==> src/rstc_pkg.sv <==
// shared constants for the ranging time counter
package rstc_pkg;

  // register byte offsets
  localparam logic [7:0] RSTC_CTRL_OFS = 8'h00;
  localparam logic [7:0] RSTC_COUNT_OFS = 8'h04;
  localparam logic [7:0] RSTC_CAPT_OFS = 8'h08;
  localparam logic [7:0] RSTC_STAT_OFS = 8'h0C;

  // control fields
  localparam int RSTC_CTRL_ENABLE_BIT = 0;
  localparam int RSTC_CTRL_CLEAR_BIT = 1;
  localparam logic [1:0] RSTC_CTRL_RESET = 2'h0;

  // status fields
  localparam int RSTC_STAT_VALID_BIT = 0;
  localparam int RSTC_STAT_OVF_BIT = 1;
  localparam int RSTC_STAT_CAPT_BIT = 2;

  // counter chain shape
  localparam int RSTC_STAGE_W = 4;
  localparam int RSTC_STAGES = 3;
  localparam int RSTC_COUNT_W = RSTC_STAGE_W * RSTC_STAGES;
  localparam int RSTC_OVF_BIT = 11;
  localparam logic [RSTC_STAGE_W-1:0] RSTC_STAGE_LAST = 4'hF;
  localparam logic [RSTC_STAGE_W-1:0] RSTC_STAGE_RESET = 4'h0;

  // timing
  localparam int RSTC_HCLK_HZ = 20_000_000;
  localparam int RSTC_CRYSTAL_HZ = 4_000_000;
  localparam int RSTC_CRYSTAL_DIV = 4;
  localparam int RSTC_TICK_HZ = RSTC_CRYSTAL_HZ / RSTC_CRYSTAL_DIV;
  localparam int RSTC_TICK_CYC = RSTC_HCLK_HZ / RSTC_TICK_HZ;
  localparam int RSTC_TICK_W = $clog2(RSTC_TICK_CYC);
  localparam int RSTC_TERMINAL_US = 2048;
  localparam int RSTC_DEAD_US = 60;
  localparam int RSTC_DEAD_CYC = (RSTC_DEAD_US * RSTC_HCLK_HZ) / 1_000_000;
  localparam int RSTC_DEAD_W = $clog2(RSTC_DEAD_CYC + 1);

  // ahb encodings
  localparam logic [1:0] RSTC_HTRANS_NONSEQ = 2'b10;
  localparam logic [1:0] RSTC_HRESP_OKAY = 2'b00;

endpackage

==> src/rstc_top.sv <==
// ranging time counter with ahb-lite register access
//
// The register offsets and the AHB-Lite interface to the registers are this design's own decisions.
`timescale 1ns/1ps
// What this block does
// - chain runs full 2048 us terminal count
// - enable arms the dead-time reply gate
// - clear raised with enable, held whole count
// - clear low holds stages and latches zero
// - overflow interrupt pulse at 2048 us, then every 4096 us as the 12-bit chain wraps
// - one count per microsecond, crystal divided four
// - count tick reaches every stage, never gated
// - each stage is 4-bit, sixteen states
// - wrap flag high only on fifteenth count
// - stage wrap flags chain into next gate
// - stage counts only while gate is high
// - plain binary, lsb bit zero, from zero
// - reply samples running count on the fly
// - reply never stops counters, only latches
// - latch strobe fires 60 us dead time
// - interrupt from stage three most significant bit
module rstc_top (
  // ahb-lite clock and reset
  input wire logic hclk,
  input wire logic hresetn,
  // ahb-lite slave
  input wire logic hsel,
  input wire logic [31:0] haddr,
  input wire logic [1:0] htrans,
  input wire logic hwrite,
  input wire logic [2:0] hsize,
  input wire logic [31:0] hwdata,
  input wire logic hready,
  output logic hreadyout,
  output logic [1:0] hresp,
  output logic [31:0] hrdata,
  // reply decoder
  input wire logic reply_decoded,
  // ranging outputs
  output logic range_overflow_irq,
  output logic valid_decode_n,
  output logic [rstc_pkg::RSTC_COUNT_W-1:0] live_count,
  output logic [rstc_pkg::RSTC_COUNT_W-1:0] captured_count
);
  import rstc_pkg::*;

  // ---------------- bus side ----------------
  logic addr_ok;
  logic rd_take;
  logic wr_take;
  logic wr_pend_q;
  logic [7:0] wr_ofs_q;
  logic [31:0] rd_mux;
  logic [31:0] hrdata_q;
  logic [1:0] ctrl_q;
  logic [1:0] ctrl_d;
  logic ctrl_wr;

  // control lines as software drives them
  logic search_enable;
  logic clear_n;

  // ---------------- counting side ----------------
  logic [RSTC_TICK_W-1:0] div_q;
  logic [RSTC_TICK_W-1:0] div_d;
  logic count_tick;
  logic [RSTC_STAGES:0] gate_chain;
  logic [RSTC_COUNT_W-1:0] count_bits;
  logic [RSTC_COUNT_W-1:0] live_q;
  logic ovf_bit;
  logic ovf_q;
  logic irq_q;
  logic ovf_seen_q;

  // ---------------- reply side ----------------
  logic reply_q;
  logic reply_rise;
  logic reply_take;
  logic [RSTC_DEAD_W-1:0] dead_q;
  logic [RSTC_DEAD_W-1:0] dead_d;
  logic dead_busy;
  logic [RSTC_COUNT_W-1:0] capt_q;
  logic capt_seen_q;
  logic vdn_q;

  // zero wait states; every access answers okay
  assign hreadyout = 1'b1;
  assign hresp = RSTC_HRESP_OKAY;
  assign hrdata = hrdata_q;

  // only whole aligned words are decoded
  assign addr_ok = (haddr[31:8] == 24'h00_0000) & (haddr[1:0] == 2'b00)
                   & (hsize == 3'b010);
  assign rd_take = hsel & hready & (htrans == RSTC_HTRANS_NONSEQ) & ~hwrite;
  assign wr_take = hsel & hready & (htrans == RSTC_HTRANS_NONSEQ) & hwrite
                   & addr_ok;

  // read data chosen in the address phase, registered for the data phase
  assign rd_mux =
      !addr_ok ? 32'h0000_0000 :
      (haddr[7:0] == RSTC_CTRL_OFS) ? {30'h0000_0000, ctrl_q} :
      (haddr[7:0] == RSTC_COUNT_OFS) ? {20'h0_0000, live_q} :
      (haddr[7:0] == RSTC_CAPT_OFS) ? {20'h0_0000, capt_q} :
      (haddr[7:0] == RSTC_STAT_OFS) ?
        {29'h0000_0000, capt_seen_q, ovf_seen_q, ~vdn_q} :
      32'h0000_0000;

  always_ff @(posedge hclk or negedge hresetn) begin
    if (!hresetn) begin
      hrdata_q <= 32'h0000_0000;
    end else if (rd_take) begin
      hrdata_q <= rd_mux;
    end
  end

  always_ff @(posedge hclk or negedge hresetn) begin
    if (!hresetn) begin
      wr_pend_q <= 1'b0;
      wr_ofs_q <= 8'h00;
    end else begin
      wr_pend_q <= wr_take;
      wr_ofs_q <= haddr[7:0];
    end
  end

  // write lands in the data phase, when hwdata is valid
  assign ctrl_wr = wr_pend_q & (wr_ofs_q == RSTC_CTRL_OFS);
  assign ctrl_d = ctrl_wr ?
      {hwdata[RSTC_CTRL_CLEAR_BIT], hwdata[RSTC_CTRL_ENABLE_BIT]} : ctrl_q;

  always_ff @(posedge hclk or negedge hresetn) begin
    if (!hresetn) begin
      ctrl_q <= RSTC_CTRL_RESET;
    end else begin
      ctrl_q <= ctrl_d;
    end
  end

  // the controller raises both together and holds them for the count
  assign search_enable = ctrl_q[RSTC_CTRL_ENABLE_BIT];
  assign clear_n = ctrl_q[RSTC_CTRL_CLEAR_BIT];

  // ---------------- 1 us count tick ----------------
  // strobe instead of a derived clock keeps one domain
  assign div_d = (div_q == RSTC_TICK_W'(RSTC_TICK_CYC - 1)) ?
      '0 : RSTC_TICK_W'(div_q + 1'b1);
  assign count_tick = (div_q == RSTC_TICK_W'(RSTC_TICK_CYC - 1));

  // free running: counting is steered only by enable, clear and the stage gates
  always_ff @(posedge hclk or negedge hresetn) begin
    if (!hresetn) begin
      div_q <= '0;
    end else begin
      div_q <= div_d;
    end
  end

  // ---------------- counter chain ----------------
  assign gate_chain[0] = 1'b1;

  genvar gi;
  generate
    for (gi = 0; gi < RSTC_STAGES; gi++) begin : g_stage
      rstc_stage #(
        .WIDTH(RSTC_STAGE_W)
      ) u_stage (
        .hclk(hclk),
        .hresetn(hresetn),
        .clear_n(clear_n),
        .count_tick(count_tick),
        .count_en(search_enable),
        .cascade_count_gate(gate_chain[gi]),
        .stage_bits(count_bits[gi*RSTC_STAGE_W +: RSTC_STAGE_W]),
        .stage_wrap_flag(gate_chain[gi+1])
      );
    end
  endgenerate

  // top bit of stage three rises after 2048 ticks
  assign ovf_bit = count_bits[RSTC_OVF_BIT];

  always_ff @(posedge hclk or negedge hresetn) begin
    if (!hresetn) begin
      live_q <= '0;
      ovf_q <= 1'b0;
      irq_q <= 1'b0;
    end else begin
      live_q <= count_bits;
      ovf_q <= ovf_bit;
      irq_q <= ovf_bit & ~ovf_q;
    end
  end

  // sticky overflow seen; clear line drops it, a new wrap wins
  always_ff @(posedge hclk or negedge hresetn) begin
    if (!hresetn) begin
      ovf_seen_q <= 1'b0;
    end else if (ovf_bit & ~ovf_q) begin
      ovf_seen_q <= 1'b1;
    end else if (!clear_n) begin
      ovf_seen_q <= 1'b0;
    end
  end

  assign range_overflow_irq = irq_q;
  assign live_count = live_q;

  // ---------------- reply capture ----------------
  assign reply_rise = reply_decoded & ~reply_q;
  assign dead_busy = (dead_q != '0);
  // replies count only inside an armed window and outside dead time
  assign reply_take = reply_rise & search_enable & clear_n & ~dead_busy;

  assign dead_d =
      !clear_n ? '0 :
      reply_take ? RSTC_DEAD_W'(RSTC_DEAD_CYC) :
      dead_busy ? RSTC_DEAD_W'(dead_q - 1'b1) : dead_q;

  always_ff @(posedge hclk or negedge hresetn) begin
    if (!hresetn) begin
      reply_q <= 1'b0;
      dead_q <= '0;
    end else begin
      reply_q <= reply_decoded;
      dead_q <= dead_d;
    end
  end

  // sample only; the chain keeps running to its terminal count
  always_ff @(posedge hclk or negedge hresetn) begin
    if (!hresetn) begin
      capt_q <= '0;
      capt_seen_q <= 1'b0;
    end else if (!clear_n) begin
      capt_q <= '0;
      capt_seen_q <= 1'b0;
    end else if (reply_take) begin
      capt_q <= count_bits;
      capt_seen_q <= 1'b1;
    end
  end

  // valid decode is low for the dead-time window
  always_ff @(posedge hclk or negedge hresetn) begin
    if (!hresetn) begin
      vdn_q <= 1'b1;
    end else begin
      vdn_q <= ~(dead_d != '0);
    end
  end

  assign valid_decode_n = vdn_q;
  assign captured_count = capt_q;

endmodule

==> src/rstc_stage.sv <==
// one 4-bit binary stage of the ranging counter chain
`timescale 1ns/1ps
module rstc_stage #(
  parameter int WIDTH = 4
) (
  // clock and reset
  input wire logic hclk,
  input wire logic hresetn,
  // controls
  input wire logic clear_n,
  input wire logic count_tick,
  input wire logic count_en,
  input wire logic cascade_count_gate,
  // outputs
  output logic [WIDTH-1:0] stage_bits,
  output logic stage_wrap_flag
);
  import rstc_pkg::*;

  logic [WIDTH-1:0] cnt_q;
  logic [WIDTH-1:0] cnt_d;
  logic step;

  // gate decides counting, the tick itself is never gated
  assign step = count_tick & count_en & cascade_count_gate;
  assign cnt_d = step ? WIDTH'(cnt_q + 1'b1) : cnt_q;

  always_ff @(posedge hclk or negedge hresetn) begin
    if (!hresetn) begin
      cnt_q <= '0;
    end else if (!clear_n) begin
      cnt_q <= '0;
    end else begin
      cnt_q <= cnt_d;
    end
  end

  assign stage_bits = cnt_q;
  // fully decoded: only at the last state and while gated in
  assign stage_wrap_flag = (cnt_q == {WIDTH{1'b1}}) & cascade_count_gate;

endmodule

==> config.mk <==
export PLATFORM = sky130hd
export DESIGN_NAME = rstc_top
export DESIGN_NICKNAME = d
export VERILOG_FILES = /design/src/rstc_pkg.sv /design/src/rstc_top.sv /design/src/rstc_stage.sv
export SDC_FILE = /design/constraint.sdc
export NUM_CORES = 1
export LEC_CHECK = 0
export ABC_AREA = 1
export BUFFER_PORTS_ARGS = -buffer_cell sky130_fd_sc_hd__buf_2
export CORE_MARGIN = 1.5
export CORE_UTILIZATION = 30
export CTS_BUF_LIST = sky130_fd_sc_hd__clkbuf_8 sky130_fd_sc_hd__clkbuf_16
export CTS_CLUSTER_DIAMETER = 200
export CTS_CLUSTER_SIZE = 40
export DETAILED_ROUTE_END_ITERATION = 8
export HOLD_SLACK_MARGIN = 0.1
export PLACE_DENSITY = 0.64
export SLEW_MARGIN = 20
export SYNTH_ARGS = -nofsm -noshare
export SYNTH_HDL_FRONTEND = slang
export SYNTH_SLANG_ARGS = --single-unit
==> constraint.sdc <==
create_clock -name hclk -period 1.9 [get_ports hclk]
set_clock_uncertainty 0.05 [all_clocks]
set_input_delay 0.19 -clock hclk [delete_from_list [all_inputs] [get_ports hclk]]
set_output_delay 0.19 -clock hclk [all_outputs]
set_load 0.05 [all_outputs]
Yosys cells after proc, flatten, opt, wreduce, memory -nomap -nowiden
Cells that the tools add are included.
Widths: inputs -> output; s select.
Word-level totals
  flip-flop bits (word level): 101
  bits in latches: 0
  memory bits (writable): 0
  memory bits (read-only): 0
  input bits: 75
  output and inout bits: 61
  memories kept: 0
Operators by class
  $add $sub $neg: 5
  $mul: 0
  div/mod/pow operators: 0
  order comparisons: 0
  equality and inequality tests: 13
  shifts and indexed selects: 0
  mux-type cells: 21
  bitwise operators: 23
  reductions and logical operators: 6
Operator list (count)
  $mux 12: 6
  $mux 11: 3
  $logic_not 24->1: 1
  $mux 4: 6
  $reduce_bool 11->1: 2
  $and 1x1->1: 17
  $eq 8x4->1 const B: 2
  $logic_not 8->1: 2
  $add 4x1->4 const B: 3
  $sub 11x1->11 const B: 1
  $ne 2x1->1 const B: 5
  $eq 4x4->1 const B: 2
  $eq 8x3->1 const B: 1
  $not 1->1: 6
  $add 5x1->5 const B: 1
  $eq 5x5->1 const B: 1
  $mux 5: 1
  $mux 1: 4
  $eq 3x2->1 const B: 1
  $mux 3: 1
  $eq 2x2->1 const B: 1
  $logic_not 2->1: 1

Logic depth before layout (Yosys ltp)
Gate-level depths: netlist of the first run.
  word-level depth: 9
  depth in mapped cells: 10
  mapped depth without buffers: 10

Hierarchy
Synthesis of the first run repeated with hierarchy kept, for this count alone.
Unflattened totals
  cells, all modules: 480
  area, all modules: 3940.0 µm²
By module, submodules not included
  rstc_top: instances 1, cells each 405, area each 3313.2 µm², sequential area each 1702.9 µm²
  rstc_stage: instances 3, cells each 25, area each 209.0 µm², sequential area each 100.1 µm²

Worst setup path before layout of the first run
OpenSTA, ideal clock, no wires.
  path kind: register to register
  from: reg dead_q[0]
  to: reg vdn_q, in the netlist valid_decode_n
  setup time: 0.074 ns
  data arrival time: 1.419 ns
  required time: 1.776 ns
  setup slack: 0.357 ns
  cell stages (with the launch flop): 11
  path buffers: 1
  cell sequence: dfrtp_1 -> inv_1 -> ha_1 -> nand2_2 -> nor2_8 -> nand3_4 -> buf_6 -> nand2_1 -> nand2_1 -> nand4_1 -> nor2_1
On the way
  word-level cells in the longest chain between the ends: 7
  elaborated cells on any way between the ends: 9
RTL lines
  start, declared: RTL line rstc_top.sv:79  | logic [RSTC_DEAD_W-1:0] dead_q;
  start signal, assigned: RTL line rstc_top.sv:222  | dead_q <= '0;
  start signal, assigned: RTL line rstc_top.sv:225  | dead_q <= dead_d;
  parallel branches: the longest is 3 deep, another holds $sub 11x1->11
  $mux 11 (*): RTL line rstc_top.sv:216  | reply_take ? RSTC_DEAD_W'(RSTC_DEAD_CYC) :
  $mux 11 (*): RTL line rstc_top.sv:215  | !clear_n ? '0 :
  $reduce_bool 11->1 (*): RTL line rstc_top.sv:248  | vdn_q <= ~(dead_d != '0);
  $not 1->1 (*): RTL line rstc_top.sv:248
  end signal, assigned: RTL line rstc_top.sv:248
  end, declared: RTL line rstc_top.sv:84  | logic vdn_q;
Every way passes the cells marked *.
A chain may end at the register's enable or synchronous reset.

Worst setup path after layout of the first run
Ends and elaborated chain as after synthesis.

==> impl_metrics.json, run 1 <==
{
  "status": "finished clean",
  "setup_violations": 0,
  "power_density_nw_per_um2": 732.4,
  "num_rows": 41,
  "path_common_cell": "nand2_1",
  "drt_iter0_drc": 128,
  "grt_max_degree": 36,
  "hold_path_class": "input port to register",
  "ios": 136,
  "port_buffers": 82,
  "min_path_cells": 3,
  "floorplan.core_area_sq_um": 12570,
  "ys_ff_latch": 80,
  "clkTransAtPathRegs_ns": 0.05,
  "drive_above_1_share_pct": 23.16,
  "fin_nets": 621,
  "synth_area_leaders": "dfrtp_1 51%, nand2_1 7.8%, buf_4 5.1%",
  "min_from": "htrans[0]",
  "multi_input_area_sq_um": 1515,
  "max_stage_delay_ns": 0.37,
  "syn_area_sq_um": 3864,
  "insertedDiodeCount": 0,
  "htree_levels": 3,
  "yosysSeqAreaShare_pct": 51.85,
  "wl_per_cell_um": 13.22,
  "dieArea_sq_um": 13570,
  "numCtsBuffers": 9,
  "wirelength_um": 9463,
  "initial_utilization_pct": 30.74,
  "numClockSinks": 80,
  "r2r_cells": 10,
  "clk_path_buf_depth": 2,
  "fp.dieH_um": 116.5,
  "ys_types": 40,
  "critPathMaxFanout": 9,
  "syn_to_final_growth_pct": 25.10,
  "clock-root-buffer": "clkbuf_16",
  "r2r-start": "dead_q[0]",
  "drv_cap": 0,
  "grt_setup_unrepaired": "false",
  "grt_pass1_wl_um": 15490,
  "whs_endpoint": "wr_pend_q",
  "setup.worst_path.class": "register to register",
  "insertion_delay_ns": 0.33,
  "ant_nets": 0,
  "viasPerCell": 4.457,
  "overflow": 0,
  "max-vdd-ir-drop_v": 0.0002883,
  "r2r_end": "valid_decode_n",
  "synth_top_cell_by_area": "dfrtp_1",
  "fin_crit_ns": 1.750,
  "leakagePower_uw": 0.002432,
  "drv_slew": 0,
  "critPathArrivalTime_ns": 1.96,
  "synth.top_cell.area_share_pct": 51.17,
  "total_power_uw": 3540,
  "die_width_um": 116.5,
  "rrSetupSlack_ns": 0.15,
  "avgSynthCellArea_sq_um": 8.862,
  "cp_cell_sequence": "inv_1, ha_1, nand2_2, nor2_8, nand2_4, nand2_1, nand2_1, o21bai_2, nand4_1, nor2_1",
  "hold_viol": 0,
  "fmax_mhz": 571.3,
  "dp_hpwl_um": 7054,
  "grt_usage_pct": 15.05,
  "synthCells": 436,
  "fillers": 1256,
  "globalplace.congestion": 0.8833,
  "antenna_found_initial": 0,
  "regArea_sq_um": 2003,
  "cts_tree": "built",
  "fin_crit_sh_pct": 92.12,
  "start_kind": "register",
  "crit_required_ns": 2.11,
  "grt_pass1_vias": 3205,
  "ys_warn_count": 0,
  "cp-end-kind": "register",
  "critical-path-slowest-cell": "dfrtp_1",
  "drc": 0,
  "first_pass_iters": 4,
  "finalSetupTns_ns": 0,
  "num_vias": 3191
}
-- worst max path at each step --
| stage | from | end | slack [ns] |
|---|---|---|---|
| after global routing | dead_q[0] | valid_decode_n | 0.001 |
| after CTS | haddr[0] | hrdata[5] | 0.02 |
| after global placement | dead_q[0] | captured_count[4] | 0.16 |
| after floorplan | dead_q[0] | valid_decode_n | 0.36 |
| final | dead_q[0] | valid_decode_n | 0.15 |
| after detailed placement | dead_q[0] | valid_decode_n | 0.12 |
-- worst max-delay path: cells and delay by family (launching register included) --
kind | cells | cell delay, ns
buffers and inverters | 1 | 0.10
and+or+nand+nor | 7 | 0.81
AOI/OAI and AO/OA | 1 | 0.13
adders and majority gates | 1 | 0.23
DFF | 1 | 0.37
-- flip-flops by register name, indices dropped and copies added, names as in the netlist --
register / cells
captured_count: 12
g_stage.u_stage.stage_bits: 12
hrdata: 12
live_count: 12
dead_q: 11
wr_ofs_q: 8
div_q: 5
ctrl_q: 2
capt_seen_q: 1
ovf_seen_q: 1
range_overflow_irq: 1
reply_q: 1
valid_decode_n: 1
wr_pend_q: 1
-- cell usage in the layout, fill, tap and decap left out, types with 3 or more instances in the layout --
master         count
nand2_1           80
nand2_2            3
nor2_1            44
buf_2             81
xor2_1             4
clkbuf_8           3
nor4_1             6
ha_1               5
conb_1            23
dlygate4sd3_1     13
nor3_1             5
buf_4             10
o21ai_1            5
nor2_2             3
o21ai_0           33
nand3_1           31
o22ai_1            9
inv_2              3
inv_1             51
a21oi_1           12
xnor2_1            4
nand4_1            6
dfrtp_1           79
clkbuf_16          9
-- cell families after synthesis --
family | Yosys count | synth area share (%)
and+or+nand+nor | 193 | 24.00
other | 2 | 0.1944
xor gates and xnor gates | 8 | 1.813
AOI/OAI and AO/OA | 64 | 9.359
buffers and inverters | 84 | 11.17
DFF | 80 | 51.85
adders and majority gates | 5 | 1.619
-- area by class of cell --
type | instances | share of cell area, %
Sequential cell | 80 | 41.44
Multi-Input combinational cell | 293 | 31.35
Timing Repair Buffer | 105 | 13.05
Clock buffer | 12 | 5.514
Tap cell | 172 | 4.452
Inverter | 52 | 4.038
Clock inverter | 2 | 0.1553
-- per-layer routing --
layer	share of wire (%)	track usage, %
met1	43	17.62
met2	51	25.76
met3	4.2	4.670
met4	1.7	6.098
met5	0	0
-- metrics by stage --
| step | utilization [%] | instance area, sq um | worst slack (ns) | std cells | hold WS [ns] |
|---|---|---|---|---|---|
| 4_1_cts | 38.28 | 4811 | 0.01945 | 714 | 0.1491 |
| 6_report | 38.46 | 4833 | 0.1497 | 716 | 0.1637 |
| 3_3_place_gp | 35.06 | 4407 | 0.1594 | 687 | 0.05043 |
| 2_1_floorplan | - | 3943 | 0.3569 | 457 | -0.1556 |
| 5_1_grt | 38.46 | 4833 | 0.001390 | 716 | 0.1614 |
| 3_5_place_dp | 35.06 | 4407 | 0.1207 | 687 | 0.05406 |
-- where the power goes --
group / total (uW) / switching [uW] / internal [uW]
registers: 1720 / 2.35 / 1710
clock network: 1570 / 609 / 966
logic: 248 / 181 / 67.1
-- synthesized netlist by cell type, drive strengths merged --
master,number
nand3b,2
nand4,6
dfrtp,79
xnor2,4
nor4,7
nor3,6
a21oi,12
inv,52
conb,2
ha,5
nand3,34
o31ai,1
nand2,85
o21bai,2
nor2,50
nor3b,2
a211oi,1
clkbuf,2
and3,1
xor2,4
o22ai,9
o21ai,38
buf,30
o21a,1
dfstp,1
-- repair_timing --
action | CTS | global route
resized for setup | 0 | 4
setup endpoints to repair | 0 | 13
buffers inserted | 0 | 2
endpoints found under the hold margin | 67 | 0
hold buffers | 13 | 0
(Power assumes the default switching activity.)
==> inputs of run 2 (changes only) <==
- PLACE_DENSITY: 0.64 -> unset
- PLACE_DENSITY_LB_ADDON: unset -> 0.08
==> impl_metrics.json, run 2 (synthesized netlist as in run 1, its figures left out) <==
{
  "status": "finished clean",
  "finalSetupTns_ns": 0,
  "setup_violations": 0,
  "crit_family": "buffers and inverters",
  "power_density_nw_per_um2": 754.4,
  "die_width_um": 116.5,
  "layout_common_cells": "81 x buf_2, 80 x nand2_1, 79 x dfrtp_1",
  "fp.dieH_um": 116.5,
  "grt_max_degree": 37,
  "drc": 0,
  "fmax_mhz": 575.8,
  "drive_above_1_share_pct": 23.86,
  "syn_to_final_growth_pct": 26.39,
  "fin_hold_ws_ns": 0.1460,
  "grt_pass1_wl_um": 15790,
  "wl_per_cell_um": 13.30,
  "worst-path-buf-inv": 4,
  "start_kind": "input port",
  "post_cts_buffers": 0,
  "critPathMaxFanout": 12,
  "numClockSinks": 80,
  "port_buffers": 82,
  "setup.worst_path.class": "input port to register",
  "floorplan.core_area_sq_um": 12570,
  "critical-path-slowest-cell": "dlygate4sd3_1",
  "path_depth": 10,
  "dpl-instance-area_sq_um": 4444,
  "viasPerCell": 4.298,
  "crit_required_ns": 2.11,
  "critPathArrivalTime_ns": 1.95,
  "dieArea_sq_um": 13570,
  "clkTransAtPathRegs_ns": 0.06,
  "num_rows": 41,
  "ios": 136,
  "hold_viol": 0,
  "max_stage_delay_ns": 0.53,
  "numCtsBuffers": 9,
  "rrSetupSlack_ns": 0.18,
  "fin_nets": 624,
  "grt_setup_unrepaired": "false",
  "grt_usage_pct": 15.32,
  "insertedDiodeCount": 0,
  "path_common_cell": "nand2_1",
  "final_area_sq_um": 4883,
  "antenna_found_initial": 0,
  "cp-end-kind": "register",
  "total_power_uw": 3684,
  "grt_pass1_vias": 3058,
  "leakagePower_uw": 0.002450,
  "fin_crit_ns": 1.737,
  "cts_tree": "built",
  "min_path_cells": 3,
  "drt_iter0_drc": 133,
  "cp_cell_sequence": "dlygate4sd3_1, buf_2, nor2_1, nand2_1, inv_2, nand4_1, buf_4, o21ai_0, nand2_1, nand2_1",
  "dp_hpwl_um": 7214,
  "fin_crit_sh_pct": 91.41,
  "initial_utilization_pct": 30.74,
  "max-vdd-ir-drop_v": 0.0004628,
  "clk_path_buf_depth": 2,
  "drv_slew": 0,
  "overflow": 0,
  "ant_nets": 0,
  "clock-root-buffer": "clkbuf_16",
  "insertion_delay_ns": 0.33,
  "globalplace.congestion": 0.7561,
  "num_vias": 3099,
  "hold_path_class": "input port to register",
  "wirelength_um": 9590,
  "layout.cells.most_common": "buf_2",
  "drv_cap": 0,
  "htree_levels": 3,
  "first_pass_iters": 4,
  "r2r_cells": 10
}
==> run 2: through the flow <==
step / worst slack, ns / utilization [%] / instances
finish: 0.1632 / 38.86 / 721
global route: 0.007339 / 38.86 / 721
detailed placement: 0.1489 / 35.36 / 692
floorplan: 0.3569 / - / 457
global placement: 0.1560 / 35.36 / 692
CTS: 0.1012 / 38.79 / 721
==> run 2: tightest hold or removal path: cells and delay by family <==
family | cells | cell delay (ns)
simple gates | 2 | 0.22
buf+inv | 1 | 0.07
==> run 2: worst paths after layout <==
path / from / to
min in group asynchronous: hresetn / dead_q[5]
max: haddr[7] / hrdata[7]
min reg2reg: g_stage[0].u_stage.stage_bits[3] / live_count[3]
min: htrans[0] / wr_pend_q
max in group asynchronous: hresetn / g_stage[0].u_stage.stage_bits[1]
max reg2reg: dead_q[0] / valid_decode_n
==> run 2: cell type report <==
class | instances | area (sq um)
Fill cell | 1282 | 7685
Sequential cell | 80 | 2003
Multi-Input combinational cell | 293 | 1513
Timing Repair Buffer | 108 | 656.9
Clock buffer | 10 | 239.0
Tap cell | 172 | 215.2
Inverter | 52 | 195.2
Clock inverter | 6 | 61.31
==> run 2: report_power, final <==
part | switching (uW) | internal, uW | total (uW)
combinational | 179 | 68.2 | 247
sequential | 2.47 | 1710 | 1720
clock | 675 | 1050 | 1720
==> run 2: layer usage <==
layer / global-route usage (%) / wire, um / up-vias
li1: - / - / 1594
met5: 0 / 0 / -
met3: 2.698 / 273 / 8
met1: 20.66 / 4669 / 1448
met4: 4.878 / 103 / 0
met2: 25.14 / 4544 / 49
==> run 2: timing repair <==
action,in CTS,in global routing
hold buffers,13,0
endpoints found under the hold margin,44,0
setup endpoints to repair,0,6
gates resized for setup,0,4
==> inputs of run 3 (changes only) <==
- CORE_ASPECT_RATIO: unset -> 1.4
==> impl_metrics.json, run 3 (synthesized netlist as in run 1, its figures left out) <==
{
  "cp-end-kind": "register",
  "r2r_cells": 7,
  "initial_utilization_pct": 31.08,
  "path_depth": 10,
  "cp_cell_sequence": "dlygate4sd3_1, buf_2, nor2_1, nand2_2, inv_2, nand4_1, buf_4, o21ai_1, inv_1, o21ai_0",
  "antenna_found_initial": 0,
  "dp.cells": 665,
  "top_usage_layer": "met2",
  "total_power_uw": 3923,
  "crit_start": "haddr[7]",
  "dp_hpwl_um": 7255,
  "syn_to_final_growth_pct": 26.68,
  "overflow": 0,
  "start_kind": "input port",
  "dieArea_sq_um": 13580,
  "clock-root-buffer": "clkbuf_16",
  "max_stage_delay_ns": 0.53,
  "wl_per_cell_um": 14.16,
  "hold_path_class": "input port to register",
  "drv_cap": 0,
  "first_pass_iters": 6,
  "wirelength_um": 9855,
  "drive_above_1_share_pct": 24.36,
  "ant_nets": 0,
  "grt_pass1_vias": 2995,
  "grt_usage_pct": 14.65,
  "grtUsageMet3_pct": 2.537,
  "worst-path-buf-inv": 5,
  "globalplace.congestion": 0.7727,
  "ios": 136,
  "insertedDiodeCount": 0,
  "status": "finished, violations left",
  "power_density_nw_per_um2": 801.5,
  "hold_viol": 0,
  "cts_tree": "built",
  "violations": "design-rule violations",
  "viasPerCell": 4.555,
  "finalSetupTns_ns": 0,
  "layout.cells.most_common": "buf_2",
  "r2r-start": "div_q[0]",
  "floorplan.core_area_sq_um": 12430,
  "crit_family": "buffers and inverters",
  "drt_iter0_drc": 154,
  "htree_levels": 3,
  "numCtsBuffers": 9,
  "fin_crit_ns": 1.765,
  "layout_common_cells": "81 x buf_2, 79 x nand2_1, 79 x dfrtp_1",
  "insertion_delay_ns": 0.33,
  "max-vdd-ir-drop_v": 0.0004236,
  "critPathArrivalTime_ns": 1.97,
  "r2r_end": "g_stage[2].u_stage.stage_bits[2]",
  "fp.dieH_um": 137.3,
  "die_width_um": 98.91,
  "final_cells": 696,
  "fmax_mhz": 566.5,
  "grtUsageMet1_pct": 19.84,
  "grt_max_degree": 34,
  "leakagePower_uw": 0.002454,
  "setup.worst_path.class": "input port to register",
  "num_vias": 3170,
  "rrSetupSlack_ns": 0.14,
  "num_rows": 48,
  "grtUsageMet2_pct": 23.49,
  "fin_crit_sh_pct": 92.91,
  "endpoint": "hrdata[5]",
  "fin_nets": 621,
  "drc": 16,
  "port_buffers": 82,
  "clk_path_buf_depth": 2,
  "grt_pass1_wl_um": 15240,
  "numClockSinks": 80,
  "critical-path-slowest-cell": "dlygate4sd3_1",
  "utilization_pct": 39.37,
  "drv_slew": 0,
  "critPathMaxFanout": 12,
  "clkTransAtPathRegs_ns": 0.06,
  "crit_required_ns": 2.10,
  "setup_violations": 0
}
[run 3: worst min-delay path, stage by stage]
cell,delay [ns]
buf_2,0.08
nor3b_1,0.04
and3_1,0.17
[run 3: routing by layer]
| metal | vias to the layer above | part of all wire, % | routed length, um |
|---|---|---|---|
| met5 | - | 0 | 0 |
| met2 | 97 | 47 | 4660 |
| met4 | 0 | 1.3 | 124 |
| met1 | 1485 | 47 | 4594 |
| li1 | 1579 | - | - |
| met3 | 9 | 4.8 | 476 |
[run 3: layout make-up]
class	instances	area [sq um]
Inverter	52	195.2
Clock buffer	9	225.2
Clock inverter	7	111.4
Sequential cell	80	2003
Timing Repair Buffer	105	646.9
Fill cell	1268	7537
Multi-Input combinational cell	293	1525
Tap cell	150	187.7
[run 3: repair_timing]
action	in CTS	in global routing
gates resized for setup	0	11
buffers inserted	0	2
hold endpoints to repair	42	0
setup endpoints to repair	0	8
hold buffers	13	0
[run 3: worst min path at each step]
stage / startpoint / endpoint / cells past startpoint
finish: htrans[0] / wr_pend_q / 3
global route: htrans[0] / wr_pend_q / 3
global placement: hresetn / dead_q[2] / 1
detailed placement: hresetn / dead_q[2] / 1
CTS: htrans[0] / wr_pend_q / 3
floorplan: hresetn / capt_seen_q / 0
[run 3: stage by stage]
stage / cell area [sq um] / setup WS (ns) / hold slack [ns]
after floorplan: 3943 / 0.3569 / -0.1556
after global placement: 4392 / 0.1425 / 0.1292
after CTS: 4858 / 0.04304 / 0.1352
after global routing: 4895 / -0.007038 / 0.1528
final: 4895 / 0.1347 / 0.1413
after detailed placement: 4392 / 0.1235 / 0.1331
[run 3: power by group]
group	internal [uW]	total [uW]	leakage (uW)	switching, uW
registers	1710	1720	0.00101	2.48
clock network	1270	1960	0.000167	686
logic	67.1	248	0.00128	181
total	3050	3920	0.00245	869
